$ cat src/design/dual_echo_pkg.sv
// shared constants and types for the dual echo pcm serial port
package dual_echo_pkg;
   localparam int CLK_PERIOD_NS   = 25;
   localparam int FRAME_PERIOD_NS = 125000;
   localparam int FRAME_CYCLES    = FRAME_PERIOD_NS / CLK_PERIOD_NS;
   localparam int MIN_RATE_KBPS   = 128;
   localparam int MAX_RATE_KBPS   = 4096;
   // shortest half bit at the top rate; the edge finder needs two samples
   localparam int HALF_BIT_NS     = 1000000 / (2 * MAX_RATE_KBPS);
   localparam int HALF_BIT_CYCLES = HALF_BIT_NS / CLK_PERIOD_NS;

   localparam logic [4:0] WORD_NARROW = 5'h08;
   localparam logic [4:0] WORD_WIDE   = 5'h10;
   localparam logic [4:0] CNT_MAX     = 5'h1f;

   localparam logic [7:0] ADDR_CTRL   = 8'h00;
   localparam logic [7:0] ADDR_BPTAB  = 8'h04;
   localparam logic [7:0] ADDR_STATUS = 8'h08;
   localparam logic [3:0] ADDR_RAW_HI = 4'h1;
   localparam logic [3:0] ADDR_LIN_HI = 4'h2;

   localparam int CTRL_STROBED = 0;
   localparam int CTRL_ALAW    = 1;
   localparam int CTRL_ITU     = 2;
   localparam int CTRL_LINEAR  = 3;
   localparam logic [3:0] CTRL_RESET  = 4'h5;
   localparam logic [7:0] BPTAB_RESET = 8'he4;
   localparam int ST_ERR = 6;

   localparam int SY_BCLK = 0;
   localparam int SY_SAR  = 1;
   localparam int SY_SBR  = 2;
   localparam int SY_SAS  = 3;
   localparam int SY_SBS  = 4;
   localparam int SY_RIN  = 5;
   localparam int SY_SIN  = 6;
   localparam int SY_FRM  = 7;
   localparam int SY_PD   = 8;

   localparam logic [7:0] MU_BIAS  = 8'h84;
   localparam logic [8:0] A_BIAS   = 9'h108;
   localparam logic [7:0] A_TOGGLE = 8'h55;

   typedef enum logic [1:0] {LS_IDLE, LS_SLOT, LS_WAIT} lane_state_e;
endpackage

$ cat src/design/pcm_lane_if.sv
// signals between the port top and one serial lane
`timescale 1ns/1ps
interface pcm_lane_if;
   logic        rise;
   logic        fall;
   logic        frame;
   logic        strobe_a;
   logic        strobe_b;
   logic        din;
   logic        backplane;
   logic [1:0]  submode;
   logic [15:0] tx_a;
   logic [15:0] tx_b;
   logic        dout;
   logic        done;
   logic        chan;
   logic [15:0] word;
   logic        len16;
   logic        werr;
   modport lane (input rise, fall, frame, strobe_a, strobe_b, din,
                 backplane, submode, tx_a, tx_b,
                 output dout, done, chan, word, len16, werr);
   modport port (output rise, fall, frame, strobe_a, strobe_b, din,
                 backplane, submode, tx_a, tx_b,
                 input dout, done, chan, word, len16, werr);
endinterface

$ cat src/design/pcm_lane.sv
// one serial lane: slot framing, bit capture and bit drive
`timescale 1ns/1ps
module pcm_lane
(
   input wire logic clk,
   input wire logic rst,
   pcm_lane_if.lane io
);
   typedef struct packed {
      dual_echo_pkg::lane_state_e st;
      logic                       chan;
      logic [15:0]                rx_sh;
      logic [15:0]                tx_sh;
      logic [4:0]                 cnt;
      logic                       dout;
      logic                       done;
      logic                       werr;
      logic [15:0]                word;
      logic                       len16;
   } lane_s;

   lane_s       r_q;
   lane_s       r_d;
   logic        samp;
   logic        drv;
   logic        act;
   logic        load;
   logic        load_chan;
   logic [4:0]  width;
   logic [15:0] txw;

   assign io.dout  = r_q.dout;
   assign io.done  = r_q.done;
   assign io.chan  = r_q.chan;
   assign io.word  = r_q.word;
   assign io.len16 = r_q.len16;
   assign io.werr  = r_q.werr;

   always_comb
   begin
      r_d      = r_q;
      r_d.done = 1'b0;
      r_d.werr = 1'b0;
      load      = 1'b0;
      load_chan = 1'b0;
      // backplane sub-mode bit 1 picks word width, bit 0 the sample edge
      width = (io.backplane & io.submode[1]) ? dual_echo_pkg::WORD_WIDE
                                             : dual_echo_pkg::WORD_NARROW;
      samp  = (io.backplane & io.submode[0]) ? io.rise : io.fall;
      drv   = (io.backplane & io.submode[0]) ? io.fall : io.rise;
      act   = io.backplane ? (r_q.st == dual_echo_pkg::LS_SLOT)
                           : (io.strobe_a | io.strobe_b);
      if (r_q.st == dual_echo_pkg::LS_SLOT && act)
      begin
         if (samp)
         begin
            r_d.rx_sh = {r_q.rx_sh[14:0], io.din};
            if (r_q.cnt != dual_echo_pkg::CNT_MAX)
               r_d.cnt = r_q.cnt + 5'h01;
         end
         if (drv)
         begin
            r_d.dout  = r_q.tx_sh[15];
            r_d.tx_sh = {r_q.tx_sh[14:0], 1'b0};
         end
      end
      case (r_q.st)
         dual_echo_pkg::LS_IDLE:
            if (!io.backplane && act)
            begin
               load      = 1'b1;
               load_chan = io.strobe_b;
            end
         dual_echo_pkg::LS_SLOT:
            if (!io.backplane && !act)
            begin
               r_d.st = dual_echo_pkg::LS_IDLE;
               // a slot that is neither 8 nor 16 bits is dropped
               if (r_q.cnt == dual_echo_pkg::WORD_NARROW ||
                   r_q.cnt == dual_echo_pkg::WORD_WIDE)
               begin
                  r_d.done  = 1'b1;
                  r_d.len16 = (r_q.cnt == dual_echo_pkg::WORD_WIDE);
                  r_d.word  = r_d.len16 ? r_q.rx_sh
                                        : {8'h00, r_q.rx_sh[7:0]};
               end
               else
                  r_d.werr = 1'b1;
            end
            else if (io.backplane && samp && r_q.cnt + 5'h01 == width)
            begin
               r_d.done  = 1'b1;
               r_d.len16 = io.submode[1];
               r_d.word  = io.submode[1] ? {r_q.rx_sh[14:0], io.din}
                                         : {8'h00, r_q.rx_sh[6:0], io.din};
               if (!r_q.chan)
               begin
                  load      = 1'b1;
                  load_chan = 1'b1;
               end
               else
                  r_d.st = dual_echo_pkg::LS_WAIT;
            end
         dual_echo_pkg::LS_WAIT:
            if (!io.backplane)
               r_d.st = dual_echo_pkg::LS_IDLE;
         default:
            r_d.st = dual_echo_pkg::LS_IDLE;
      endcase
      if (io.backplane && io.frame)
      begin
         load      = 1'b1;
         load_chan = 1'b0;
      end
      txw = load_chan ? io.tx_b : io.tx_a;
      if (load)
      begin
         r_d.st    = dual_echo_pkg::LS_SLOT;
         r_d.chan  = load_chan;
         r_d.cnt   = 5'h00;
         r_d.dout  = txw[15];
         r_d.tx_sh = {txw[14:0], 1'b0};
      end
   end

   always_ff @(posedge clk)
   begin
      if (rst)
         r_q <= '0;
      else
         r_q <= r_d;
   end

   property p_strobe_b_slot;
      @(posedge clk) disable iff (rst)
      (!io.backplane && r_q.st == dual_echo_pkg::LS_IDLE && io.strobe_b)
         |=> (r_q.st == dual_echo_pkg::LS_SLOT && r_q.chan);
   endproperty
   a_strobe_b_slot: assert property (p_strobe_b_slot)
      else $error("second strobe did not open a second-channel slot");

   property p_strobe_a_slot;
      @(posedge clk) disable iff (rst)
      (!io.backplane && r_q.st == dual_echo_pkg::LS_IDLE && io.strobe_a
       && !io.strobe_b)
         |=> (r_q.st == dual_echo_pkg::LS_SLOT && !r_q.chan);
   endproperty
   a_strobe_a_slot: assert property (p_strobe_a_slot)
      else $error("first strobe did not open a first-channel slot");

   property p_slot_end;
      @(posedge clk) disable iff (rst)
      (!io.backplane && r_q.st == dual_echo_pkg::LS_SLOT
       && !io.strobe_a && !io.strobe_b)
         |=> ((r_q.done ^ r_q.werr) && r_q.st == dual_echo_pkg::LS_IDLE);
   endproperty
   a_slot_end: assert property (p_slot_end)
      else $error("strobed slot end gave no word and no width error");

   property p_bp_second;
      @(posedge clk) disable iff (rst)
      (io.backplane && r_q.done && r_q.st == dual_echo_pkg::LS_SLOT)
         |-> (r_q.chan && r_q.cnt == 5'h00);
   endproperty
   a_bp_second: assert property (p_bp_second)
      else $error("backplane first word did not hand over to second");
endmodule

$ cat src/design/dual_echo_pcm_serial_port.sv
// serial pcm port of a dual channel echo canceller with apb registers
//
// The APB register port and the address map were decided locally.
`timescale 1ns/1ps
module dual_echo_pcm_serial_port
#(
   parameter int FRAME_LIMIT = 2 * dual_echo_pkg::FRAME_CYCLES
)
(
   input  wire logic        CORE_CLK,
   input  wire logic        SYS_RST,
   input  wire logic        PSEL,
   input  wire logic        PENABLE,
   input  wire logic        PWRITE,
   input  wire logic [7:0]  PADDR,
   input  wire logic [31:0] PWDATA,
   output wire logic [31:0] PRDATA,
   output wire logic        PREADY,
   output wire logic        PSLVERR,
   input  wire logic        BIT_CLK,
   input  wire logic        STROBE_A_RECEIVE_PATH,
   input  wire logic        STROBE_B_RECEIVE_PATH,
   input  wire logic        STROBE_A_SEND_PATH,
   input  wire logic        STROBE_B_SEND_PATH,
   input  wire logic        RECEIVE_IN,
   input  wire logic        SEND_IN,
   input  wire logic        BP_FRAME_N,
   input  wire logic        POWER_DOWN_N,
   output wire logic        SEND_OUT,
   output wire logic        RECEIVE_OUT,
   output wire logic        STANDBY
);
   typedef struct packed {
      logic [8:0]       s1;
      logic [8:0]       s2;
      logic             bclk_p;
      logic             frame_p;
      logic             sar_p;
      logic [3:0]       ctrl;
      logic [7:0]       bptab;
      logic             err;
      logic [13:0]      fcnt;
      logic             synced;
      logic [3:0][16:0] words;
      logic             pready;
      logic [31:0]      prdata;
      logic             pslverr;
      logic             send_out;
      logic             recv_out;
      logic             standby;
   } port_s;

   port_s       r_q;
   port_s       r_d;
   logic        lane_rst;
   logic        strobed;
   logic        bclk_rise;
   logic        bclk_fall;
   logic        frame_ev;
   logic        access;
   logic [1:0]  done_w;
   logic [1:0]  chan_w;
   logic [1:0]  len_w;
   logic [1:0]  werr_w;
   logic [1:0]  dout_w;
   logic [1:0]  rx_mode;
   logic [1:0]  tx_mode;
   logic [15:0] word_w [2];
   logic [31:0] rd;
   logic        bad;

   pcm_lane_if lane_io[2] ();

   // 16-bit words are sent as is; 8-bit ones move from the low byte to the high byte
   function automatic logic [15:0] align(input logic [16:0] w);
      align = w[16] ? w[15:0] : {w[7:0], 8'h00};
   endfunction

   function automatic logic [15:0] to_linear(input logic [16:0] w,
                                             input logic [3:0]  c);
      logic [7:0]  code;
      logic        neg;
      logic [2:0]  e;
      logic [3:0]  m;
      logic [15:0] mag;
      code = w[7:0];
      neg  = code[7];
      if (c[dual_echo_pkg::CTRL_ITU])
      begin
         code = c[dual_echo_pkg::CTRL_ALAW] ? code ^ dual_echo_pkg::A_TOGGLE
                                            : ~code;
         neg  = ~code[7];
      end
      e = code[6:4];
      m = code[3:0];
      if (c[dual_echo_pkg::CTRL_ALAW])
         mag = (e == 3'h0) ? {8'h00, m, 4'h8}
               : ({7'h00, dual_echo_pkg::A_BIAS} + {8'h00, m, 4'h0})
                 << (e - 3'h1);
      else
         mag = (({8'h00, dual_echo_pkg::MU_BIAS} + {9'h000, m, 3'h0}) << e)
               - {8'h00, dual_echo_pkg::MU_BIAS};
      to_linear = neg ? 16'h0000 - mag : mag;
      if (c[dual_echo_pkg::CTRL_LINEAR])
         to_linear = align(w);
   endfunction

   assign strobed   = r_q.ctrl[dual_echo_pkg::CTRL_STROBED];
   assign bclk_rise = r_q.s2[dual_echo_pkg::SY_BCLK] & ~r_q.bclk_p;
   assign bclk_fall = ~r_q.s2[dual_echo_pkg::SY_BCLK] & r_q.bclk_p;
   assign frame_ev  = strobed
      ? (r_q.s2[dual_echo_pkg::SY_SAR] & ~r_q.sar_p)
      : (~r_q.s2[dual_echo_pkg::SY_FRM] & r_q.frame_p);
   assign lane_rst  = SYS_RST | r_q.standby;
   assign access    = PSEL & PENABLE;
   assign rx_mode   = r_q.bptab[{r_q.s2[dual_echo_pkg::SY_SBR],
                                 r_q.s2[dual_echo_pkg::SY_SAR], 1'b0} +: 2];
   assign tx_mode   = r_q.bptab[{r_q.s2[dual_echo_pkg::SY_SBS],
                                 r_q.s2[dual_echo_pkg::SY_SAS], 1'b0} +: 2];

   genvar g;
   generate
      for (g = 0; g < 2; g++)
      begin : g_lane
         localparam int SA  = (g == 0) ? dual_echo_pkg::SY_SAR
                                       : dual_echo_pkg::SY_SAS;
         localparam int SB  = (g == 0) ? dual_echo_pkg::SY_SBR
                                       : dual_echo_pkg::SY_SBS;
         localparam int DI  = (g == 0) ? dual_echo_pkg::SY_RIN
                                       : dual_echo_pkg::SY_SIN;
         localparam int SRC = (1 - g) * 2;
         assign lane_io[g].rise      = bclk_rise;
         assign lane_io[g].fall      = bclk_fall;
         assign lane_io[g].frame     = ~strobed & frame_ev;
         assign lane_io[g].strobe_a  = r_q.s2[SA];
         assign lane_io[g].strobe_b  = r_q.s2[SB];
         assign lane_io[g].din       = r_q.s2[DI];
         assign lane_io[g].backplane = ~strobed;
         assign lane_io[g].submode   = (g == 0) ? rx_mode : tx_mode;
         // each output slot carries the other stream's word, same channel
         assign lane_io[g].tx_a      = align(r_q.words[SRC]);
         assign lane_io[g].tx_b      = align(r_q.words[SRC + 1]);
         assign done_w[g]            = lane_io[g].done;
         assign chan_w[g]            = lane_io[g].chan;
         assign len_w[g]             = lane_io[g].len16;
         assign werr_w[g]            = lane_io[g].werr;
         assign dout_w[g]            = lane_io[g].dout;
         assign word_w[g]            = lane_io[g].word;
         pcm_lane u_lane
         (
            .clk (CORE_CLK),
            .rst (lane_rst),
            .io  (lane_io[g])
         );
      end
   endgenerate

   always_comb
   begin
      r_d = r_q;
      // two flops per pin; the second stage alone feeds the logic
      r_d.s1 = {POWER_DOWN_N, BP_FRAME_N, SEND_IN, RECEIVE_IN,
                STROBE_B_SEND_PATH, STROBE_A_SEND_PATH,
                STROBE_B_RECEIVE_PATH, STROBE_A_RECEIVE_PATH, BIT_CLK};
      r_d.s2      = r_q.s1;
      r_d.bclk_p  = r_q.s2[dual_echo_pkg::SY_BCLK];
      r_d.frame_p = r_q.s2[dual_echo_pkg::SY_FRM];
      r_d.sar_p   = r_q.s2[dual_echo_pkg::SY_SAR];
      r_d.standby = ~r_q.s2[dual_echo_pkg::SY_PD];
      // frame lock drops after two frames without the frame reference
      if (frame_ev)
      begin
         r_d.fcnt   = 14'h0000;
         r_d.synced = 1'b1;
      end
      else if (r_q.fcnt != 14'(FRAME_LIMIT))
         r_d.fcnt = r_q.fcnt + 14'h0001;
      else
         r_d.synced = 1'b0;
      for (int i = 0; i < 2; i++)
         if (done_w[i])
            r_d.words[i * 2 + int'(chan_w[i])] = {len_w[i], word_w[i]};
      r_d.send_out = dout_w[0] & ~r_q.standby;
      r_d.recv_out = dout_w[1] & ~r_q.standby;

      rd  = 32'h0000_0000;
      bad = 1'b0;
      case (PADDR)
         dual_echo_pkg::ADDR_CTRL:   rd = {28'h0000000, r_q.ctrl};
         dual_echo_pkg::ADDR_BPTAB:  rd = {24'h000000, r_q.bptab};
         dual_echo_pkg::ADDR_STATUS:
            rd = {25'h0000000, r_q.err, tx_mode, rx_mode,
                  r_q.standby, r_q.synced};
         default:
            if (PADDR[1:0] != 2'h0)
               bad = 1'b1;
            else if (PADDR[7:4] == dual_echo_pkg::ADDR_RAW_HI)
               rd = {15'h0000, r_q.words[PADDR[3:2]]};
            else if (PADDR[7:4] == dual_echo_pkg::ADDR_LIN_HI)
               rd = {16'h0000, to_linear(r_q.words[PADDR[3:2]], r_q.ctrl)};
            else
               bad = 1'b1;
      endcase
      r_d.pready = access & ~r_q.pready;
      if (access & ~r_q.pready)
      begin
         r_d.prdata  = PWRITE ? 32'h0000_0000 : rd;
         r_d.pslverr = bad;
      end
      // set wins over a same-cycle write-one clear
      r_d.err = r_q.err;
      if (access & r_q.pready & PWRITE & ~bad)
      begin
         if (PADDR == dual_echo_pkg::ADDR_CTRL)
            r_d.ctrl = PWDATA[3:0];
         if (PADDR == dual_echo_pkg::ADDR_BPTAB)
            r_d.bptab = PWDATA[7:0];
         if (PADDR == dual_echo_pkg::ADDR_STATUS &&
             PWDATA[dual_echo_pkg::ST_ERR])
            r_d.err = 1'b0;
      end
      if (|werr_w)
         r_d.err = 1'b1;
      if (r_q.standby)
      begin
         r_d.words  = '0;
         r_d.synced = 1'b0;
      end
   end

   always_ff @(posedge CORE_CLK)
   begin
      if (SYS_RST)
      begin
         r_q       <= '0;
         r_q.ctrl  <= dual_echo_pkg::CTRL_RESET;
         r_q.bptab <= dual_echo_pkg::BPTAB_RESET;
         // power-down pin idles high; no false standby after reset
         r_q.s1[dual_echo_pkg::SY_PD] <= 1'b1;
         r_q.s2[dual_echo_pkg::SY_PD] <= 1'b1;
      end
      else
         r_q <= r_d;
   end

   assign PRDATA      = r_q.prdata;
   assign PREADY      = r_q.pready;
   assign PSLVERR     = r_q.pslverr;
   assign SEND_OUT    = r_q.send_out;
   assign RECEIVE_OUT = r_q.recv_out;
   assign STANDBY     = r_q.standby;

   property p_frame_lock;
      @(posedge CORE_CLK) disable iff (SYS_RST)
      (frame_ev && !r_q.standby) |=> (r_q.synced && r_q.fcnt == 14'h0000);
   endproperty
   a_frame_lock: assert property (p_frame_lock)
      else $error("frame reference did not restart the frame lock");

   property p_standby;
      @(posedge CORE_CLK) disable iff (SYS_RST)
      !r_q.s2[dual_echo_pkg::SY_PD]
         |=> STANDBY ##1 (!SEND_OUT && !RECEIVE_OUT && !r_q.synced);
   endproperty
   a_standby: assert property (p_standby)
      else $error("power-down did not force standby and quiet outputs");

   property p_store_rx;
      @(posedge CORE_CLK) disable iff (SYS_RST)
      (done_w[0] && !r_q.standby)
         |=> r_q.words[{1'b0, $past(chan_w[0])}]
             == {$past(len_w[0]), $past(word_w[0])};
   endproperty
   a_store_rx: assert property (p_store_rx)
      else $error("receive-in word not stored for its canceller");

   property p_store_tx;
      @(posedge CORE_CLK) disable iff (SYS_RST)
      (done_w[1] && !r_q.standby)
         |=> r_q.words[{1'b1, $past(chan_w[1])}]
             == {$past(len_w[1]), $past(word_w[1])};
   endproperty
   a_store_tx: assert property (p_store_tx)
      else $error("send-in word not stored for its canceller");

   property p_apb_answer;
      @(posedge CORE_CLK) disable iff (SYS_RST)
      (PSEL && PENABLE && !PREADY) |=> PREADY ##1 !PREADY;
   endproperty
   a_apb_answer: assert property (p_apb_answer)
      else $error("apb answer not a single cycle after access");
endmodule

$ cat config.mk
export PLATFORM = sky130hd
export DESIGN_NAME = dual_echo_pcm_serial_port
export DESIGN_NICKNAME = d
export VERILOG_FILES = /design/src/design/dual_echo_pkg.sv /design/src/design/pcm_lane_if.sv /design/src/design/pcm_lane.sv /design/src/design/dual_echo_pcm_serial_port.sv
export SDC_FILE = /design/constraint.sdc
export NUM_CORES = 1
export LEC_CHECK = 0
export BUFFER_PORTS_ARGS = -buffer_cell sky130_fd_sc_hd__buf_2
export CORE_MARGIN = 5
export CORE_UTILIZATION = 60
export DETAILED_ROUTE_END_ITERATION = 6
export PLACE_DENSITY_LB_ADDON = 0.08
export SYNTH_ARGS = -nofsm -noshare
export SYNTH_HDL_FRONTEND = slang
export SYNTH_SLANG_ARGS = --single-unit
$ cat constraint.sdc
create_clock -name CORE_CLK -period 5.1 [get_ports CORE_CLK]
set_input_delay 1.02 -clock CORE_CLK [delete_from_list [all_inputs] [get_ports CORE_CLK]]
set_output_delay 1.02 -clock CORE_CLK [all_outputs]
set_load 0.005 [all_outputs]
==> results_dict.tcl, run 1 <==
set metrics [dict create \
    slowest_delay_ns 0.71 \
    setup_viol 0 \
    worst_pin_slew_ns 1.18 \
    numCtsBuffers 27 \
    combPwrFrac 0.049 \
    fin_tns_setup_ns 0 \
    multi_input_area_sq_um 7670 \
    drcViolationCount 0 \
    crit_chain "buf_2 > mux4_2 > buf_4 > or3_1 > a211oi_1 > o221a_2 > o311ai_4 > a21oi_1 > xor2_1 > buf_4 > o41ai_2 > xnor2_1 > a211oi_2" \
    status "finished clean" \
    path_class "input port to flip-flop" \
    met1_usage 0.383 \
    clk_latency_ns 0.56 \
    power_mw 4.40 \
    drv_cap 0 \
    pin_count 91 \
    yosysTopAreaCell "dfxtp_1" \
    dp_hpwl_mm 26.5 \
    cts_tree "yes" \
    fin_crit_ns 4.22 \
    cp_data_arrival_time_ns 4.68 \
    path_common_cell "buf_4" \
    cts_root_buffer "clkbuf_16" \
    busiest_layer "met2" \
    die_area_sq_um 25700 \
    critPathBufInv 3 \
    avgSynthCellArea_sq_um 8.08 \
    finClkSkew_ns 0.0200 \
    drt_first_pass_iters 6 \
    setup_ws_ns 0.884 \
    internal_power_mw 3.42 \
    end_kind "flip-flop" \
    areaGrowthSynthToFinish_pct 8.71 \
    finalWeightedCongestion 0.981 \
    period_share 0.827 \
    clkTransAtPathRegs_ns 0.06 \
    finalHoldViolCount 0 \
    cts_buffer_depth 3 \
    synth_area_sq_um 13600 \
    cts_sinks 257 \
    diodes 0 \
    ctsHtreeMaxLevel 1 \
    rsz0062_at_grt "no" \
    fmax_mhz 237 \
    rrSetupSlack_ns 1.29 \
    core_area_sq_um 22400 \
    grt-ovfl-total 0 \
    synth_top_area_frac 0.379 \
    p_per_area_nw_per_um2 298 \
    ys_top_cells_by_area "dfxtp_1 38%, nand2_1 8.3%, a21oi_1 6.3%, nor2_1 4.5%, mux2i_1 4.4%" \
    ys_types 77 \
    p_sw_frac 0.223 \
    yosys.cell_count.top_type "nand2_1" \
    maxSlewHeadroom 0.211 \
    ys_seq_area_frac 0.379 \
    cts_resized 0 \
    place_ws_ns 0.346 \
    ys_warn_count 0 \
    use_met3 0.0506 \
    p_leak_nw 5.37 \
    slew_violations 0 \
    dp_cells 1912 \
    ant_nets 0 \
    netlist_instances 1679 \
    grt_pass1_wl_mm 58.9 \
    fillers 1999 \
    async_flop_share 0 \
    ys.flop_type "dfxtp_1" \
    initial_core_util 0.605 \
    p_clk_frac 0.483 \
    cts_hold_buffers 0 \
    cp_top_family "compound AO/OA/AOI/OAI gates" \
    max-vdd-ir-drop_v 0.000265 \
    num_rows 55 \
    viasPerCell 6.14 \
    post_cts_buffers 0 \
    numPortBuffers 51 \
    grt_start_max_net_pins 63 \
    final_layout_size_suffix_gt1_frac 0.110 \
    synth_edf_count 0 \
    startpoint_type "input port" \
    net-switching-power_mw 0.980 \
    routedWlPerCell_microns 18.6 \
    cp_max_fo 13 \
    hp-class "flip-flop to flip-flop" \
    hold_ws_ns 0.388 \
    vias 12100 \
    chipHeight_microns 160 \
    drt_iter0_markers 1148 \
    antenna_found_initial 1 \
    fin_cells 1962 \
    ys_top_cells_by_count "300 x nand2_1, 257 x dfxtp_1, 171 x a21oi_1, 163 x nor2_1, 96 x clkbuf_1" \
    crit_slowest_cell "mux4_2" \
    wl_mm 36.5 \
    seq_area_sq_um 5140 \
    ys_ff_latch 257 \
    nNetsFinal 1722 \
    die_w_microns 160 \
    grt_pass1_vias 10900 \
    pwr-share-seq 0.467 \
    track_usage 0.274 \
    grt_util_met2 0.442 \
    critPathRequiredTime_ns 5.56 \
]
state kept, by name (all words and copies together) (netlist names), 11 cells and up:
name                   count
r_d                       11
g_lane.u_lane.r_q         76
g_lane.u_lane.io.word     32
PRDATA                    17
r_q                      100
worst reg2reg max path: stages, from the launching register on:
cell and delay [ns]:
dfxtp_1 0.38, mux4_2 0.65, buf_4 0.24, or3_1 0.40, a211oi_1 0.23, o221a_2 0.28, o311ai_4 0.12, a21oi_1 0.19
xor2_1 0.12, buf_4 0.17, o41ai_2 0.55, xnor2_1 0.16, a211oi_2 0.23
logic make-up (layout without fill, tap and decap cells):
family,after synthesis,after routing,synth area share
flops,257,257,0.379
buf+inv,170,154,0.0600
simple gates,671,671,0.223
mux,88,88,0.0841
compound gates,433,433,0.211
other cells,1,15,0.000276
xor+xnor,47,47,0.0320
fa+ha+maj,12,12,0.0111
power groups by stage:
| stage | sequential, mW | clock, mW | combinational [mW] |
|---|---|---|---|
| finish | 2.06 | 2.13 | 0.217 |
| global route | 2.06 | 2.24 | 0.241 |
| CTS | 2.06 | 2.15 | 0.214 |
| detailed placement | 2.10 | 0 | 0.213 |
| global placement | 2.10 | 0 | 0.210 |
| floorplan | 2.09 | 0 | 0.164 |
stage by stage:
step	area, sq um	utilization
5_1_grt	14800	0.658
4_1_cts	14800	0.658
3_3_place_gp	13800	0.614
2_1_floorplan	13600	-
3_5_place_dp	13800	0.614
6_report	14800	0.658
area by class of cell:
class | instances | share of cell area
multi-input combinational | 1266 | 0.520
sequential | 257 | 0.349
clock buffer | 40 | 0.0552
timing repair buffer | 86 | 0.0360
tap | 285 | 0.0242
clock inverter | 10 | 0.0114
inverter | 18 | 0.00458
final timing paths:
check,from,endpoint,cells after the start
worst max-delay path,PADDR[2],PRDATA[11],13
worst min-delay path,r_q[144],STANDBY,1
worst max register to register,r_q[42],PRDATA[11],12
worst min register to register,r_q[144],STANDBY,1
layer usage:
metal	routed length (microns)	up-vias	share of wire
li1	-	5873	-
met1	16300	5701	0.45
met2	16800	405	0.46
met3	2450	76	0.067
met4	985	0	0.027
met5	0	-	0
cells in the final DEF (no fill, tap or decap), types with 13 or more instances in the layout:
cell type	Yosys	layout
and2_1	17	17
o22ai_1	16	16
inv_1	18	18
a211oi_1	44	44
o21ai_0	45	45
xnor2_1	24	24
clkbuf_16	0	27
conb_1	1	15
a21oi_1	171	171
nor2_1	163	161
a22oi_1	23	23
nand2b_1	25	25
mux4_2	20	20
a221o_1	13	13
dfxtp_1	257	257
buf_2	9	51
xor2_1	20	20
nor3_1	27	27
a311oi_1	18	18
mux2i_1	60	60
nor2b_1	48	48
nand3_1	22	22
buf_4	32	34
nand2_1	300	300
a221oi_1	13	13
Note: power is estimated with default switching activity, not from simulation.
==> run 2, diff against run 1 <==
--- a/config.mk
+++ b/config.mk
@@ -5,6 +5,7 @@
 export SDC_FILE = /design/constraint.sdc
 export NUM_CORES = 1
 export LEC_CHECK = 0
+export ABC_AREA = 1
 export BUFFER_PORTS_ARGS = -buffer_cell sky130_fd_sc_hd__buf_2
 export CORE_MARGIN = 5
 export CORE_UTILIZATION = 60
==> constraint.sdc (replaced) <==
create_clock -name CORE_CLK -period 4.1 [get_ports CORE_CLK]
set_input_delay 0.82 -clock CORE_CLK [delete_from_list [all_inputs] [get_ports CORE_CLK]]
set_output_delay 0.82 -clock CORE_CLK [all_outputs]
set_load 0.005 [all_outputs]
==> results_dict.tcl, run 2 <==
set metrics [dict create \
    finalHoldViolCount 0 \
    clk_latency_ns 0.56 \
    ys_types 54 \
    ctsHtreeMaxLevel 1 \
    post_cts_buffers 0 \
    max-vdd-ir-drop_v 0.000348 \
    slew_violations 0 \
    final_util 0.668 \
    setup_viol 0 \
    hold_ws_ns 0.382 \
    fin_crit_ns 3.40 \
    nNetsFinal 2034 \
    end_kind "flip-flop" \
    p_leak_nw 5.94 \
    setup_ws_ns 0.697 \
    num_rows 54 \
    wl_mm 35.7 \
    synth_edf_count 0 \
    clkTransAtPathRegs_ns 0.06 \
    die_w_microns 159 \
    cp_max_fo 19 \
    drt_iter0_markers 1249 \
    initial_core_util 0.608 \
    drv_cap 0 \
    fmax_mhz 294 \
    fin_tns_setup_ns 0 \
    place_area_sq_um 13600 \
    synth_area_sq_um 13300 \
    cts_sinks 257 \
    final_layout_size_suffix_gt1_frac 0.0961 \
    fillers 1999 \
    ys_top_cells_by_count "422 x nand2_1, 257 x dfxtp_1, 239 x nor2_1, 211 x o21ai_0, 171 x inv_1" \
    chipHeight_microns 159 \
    power_mw 5.61 \
    status "finished clean" \
    fin_area_sq_um 14600 \
    numPortBuffers 51 \
    ys_ff_latch 257 \
    grt_pass1_wl_mm 57.6 \
    vias 12900 \
    ys_seq_area_frac 0.388 \
    p_per_area_nw_per_um2 385 \
    critPathRequiredTime_ns 4.58 \
    cp_data_arrival_time_ns 3.88 \
    track_usage 0.279 \
    cts_buffer_depth 3 \
    path_class "input port to flip-flop" \
    maxSlewHeadroom 0.165 \
    pin_count 91 \
    async_flop_share 0 \
    antenna_found_initial 0 \
    viasPerCell 5.70 \
    startpoint_type "input port" \
    cts_root_buffer "clkbuf_16" \
    fin_cells 2268 \
    finalWeightedCongestion 0.945 \
    grt_pass1_vias 11500 \
    final_common_cell "nand2_1" \
    areaGrowthSynthToFinish_pct 9.87 \
    place_ws_ns 0.196 \
    yosys.cell_count.top_type "nand2_1" \
    cts_tree "yes" \
    diodes 0 \
    die_area_sq_um 25200 \
    largest_reg_flops 100 \
    netlist_instances 1957 \
    core_area_sq_um 21800 \
    grt-ovfl-total 0 \
    dp_hpwl_mm 25.9 \
    ys_top_cells_by_area "dfxtp_1 39%, nand2_1 12%, o21ai_0 8.0%, nor2_1 6.8%, a21oi_1 6.3%" \
    ant_nets 0 \
    grt_start_max_net_pins 88 \
    routedWlPerCell_microns 15.8 \
    ys_warn_count 0 \
    top_register "r_q" \
    drcViolationCount 0 \
    layout_common_cells "422 x nand2_1, 257 x dfxtp_1, 238 x nor2_1" \
    cts_hold_buffers 0 \
    yosysTopAreaCell "dfxtp_1" \
    drt_first_pass_iters 5 \
    finClkSkew_ns 0.0153 \
    hp-class "flip-flop to flip-flop" \
    dp_cells 2218 \
    numCtsBuffers 28 \
    synth_top_area_frac 0.388 \
    ys.flop_type "dfxtp_1" \
    period_share 0.830 \
    worst_pin_slew_ns 1.25 \
    avgSynthCellArea_sq_um 6.78 \
    rsz0062_at_grt "no" \
    cts_resized 0 \
]
## run 2: final timing paths
check        startpoint         end  slack [ns]  cells after the start
min reg2reg    r_q[144]     STANDBY        0.38                      1
max            PADDR[3]  PRDATA[14]        0.70                     23
min            r_q[144]     STANDBY        0.38                      1
max reg2reg    r_q[131]  PRDATA[14]        0.80                     21
## run 2: cell type report
cell class | count | area, sq um | area share
tap | 280 | 350 | 0.0240
multi-input combinational | 1403 | 6840 | 0.470
sequential | 257 | 5140 | 0.353
clock buffer | 39 | 812 | 0.0557
timing repair buffer | 82 | 488 | 0.0335
clock inverter | 11 | 190 | 0.0131
inverter | 196 | 743 | 0.0510
## run 2: worst max-delay path, stage by stage
cell      delay, ns
buf_2          0.16
inv_2          0.29
nor2_1         0.11
nand2_2        0.11
nand3_2        0.14
nand2_8        0.16
inv_4          0.07
nor2_1         0.19
nand2_1        0.08
ha_1           0.28
nand2_1        0.06
o21ai_2        0.11
ha_1           0.22
nand3_1        0.10
nor2_2         0.13
nand2_1        0.10
nor2_4         0.15
nand3_2        0.12
o21bai_2       0.14
nand2_1        0.06
nand3_1        0.07
nand2_1        0.07
a21oi_2        0.12
## run 2: cells by family (layout without fill, tap and decap cells)
family,Yosys count,count (layout),share of synthesized area
AOI/OAI and AO/OA,518,518,0.219
other,1,15,0.000283
muxes,2,2,0.00151
adders and majority gates,12,12,0.0113
buffers and inverters,311,328,0.101
and+or+nand+nor,850,850,0.276
DFF,257,257,0.388
xor gates and xnor gates,6,6,0.00396
## run 2: power breakdown
part           switching [mW]  total [mW]  internal [mW]
Combinational           0.276       0.390          0.114
Clock                    1.04        2.68           1.64
Sequential             0.0157        2.54           2.52
Total                    1.33        5.61           4.28
## run 2: layer usage
| metal | global-route usage | share of wire |
|---|---|---|
| met2 | 0.447 | 0.46 |
| met3 | 0.0424 | 0.074 |
| met5 | 0 | 0 |
| met1 | 0.383 | 0.43 |
| met4 | 0.103 | 0.035 |
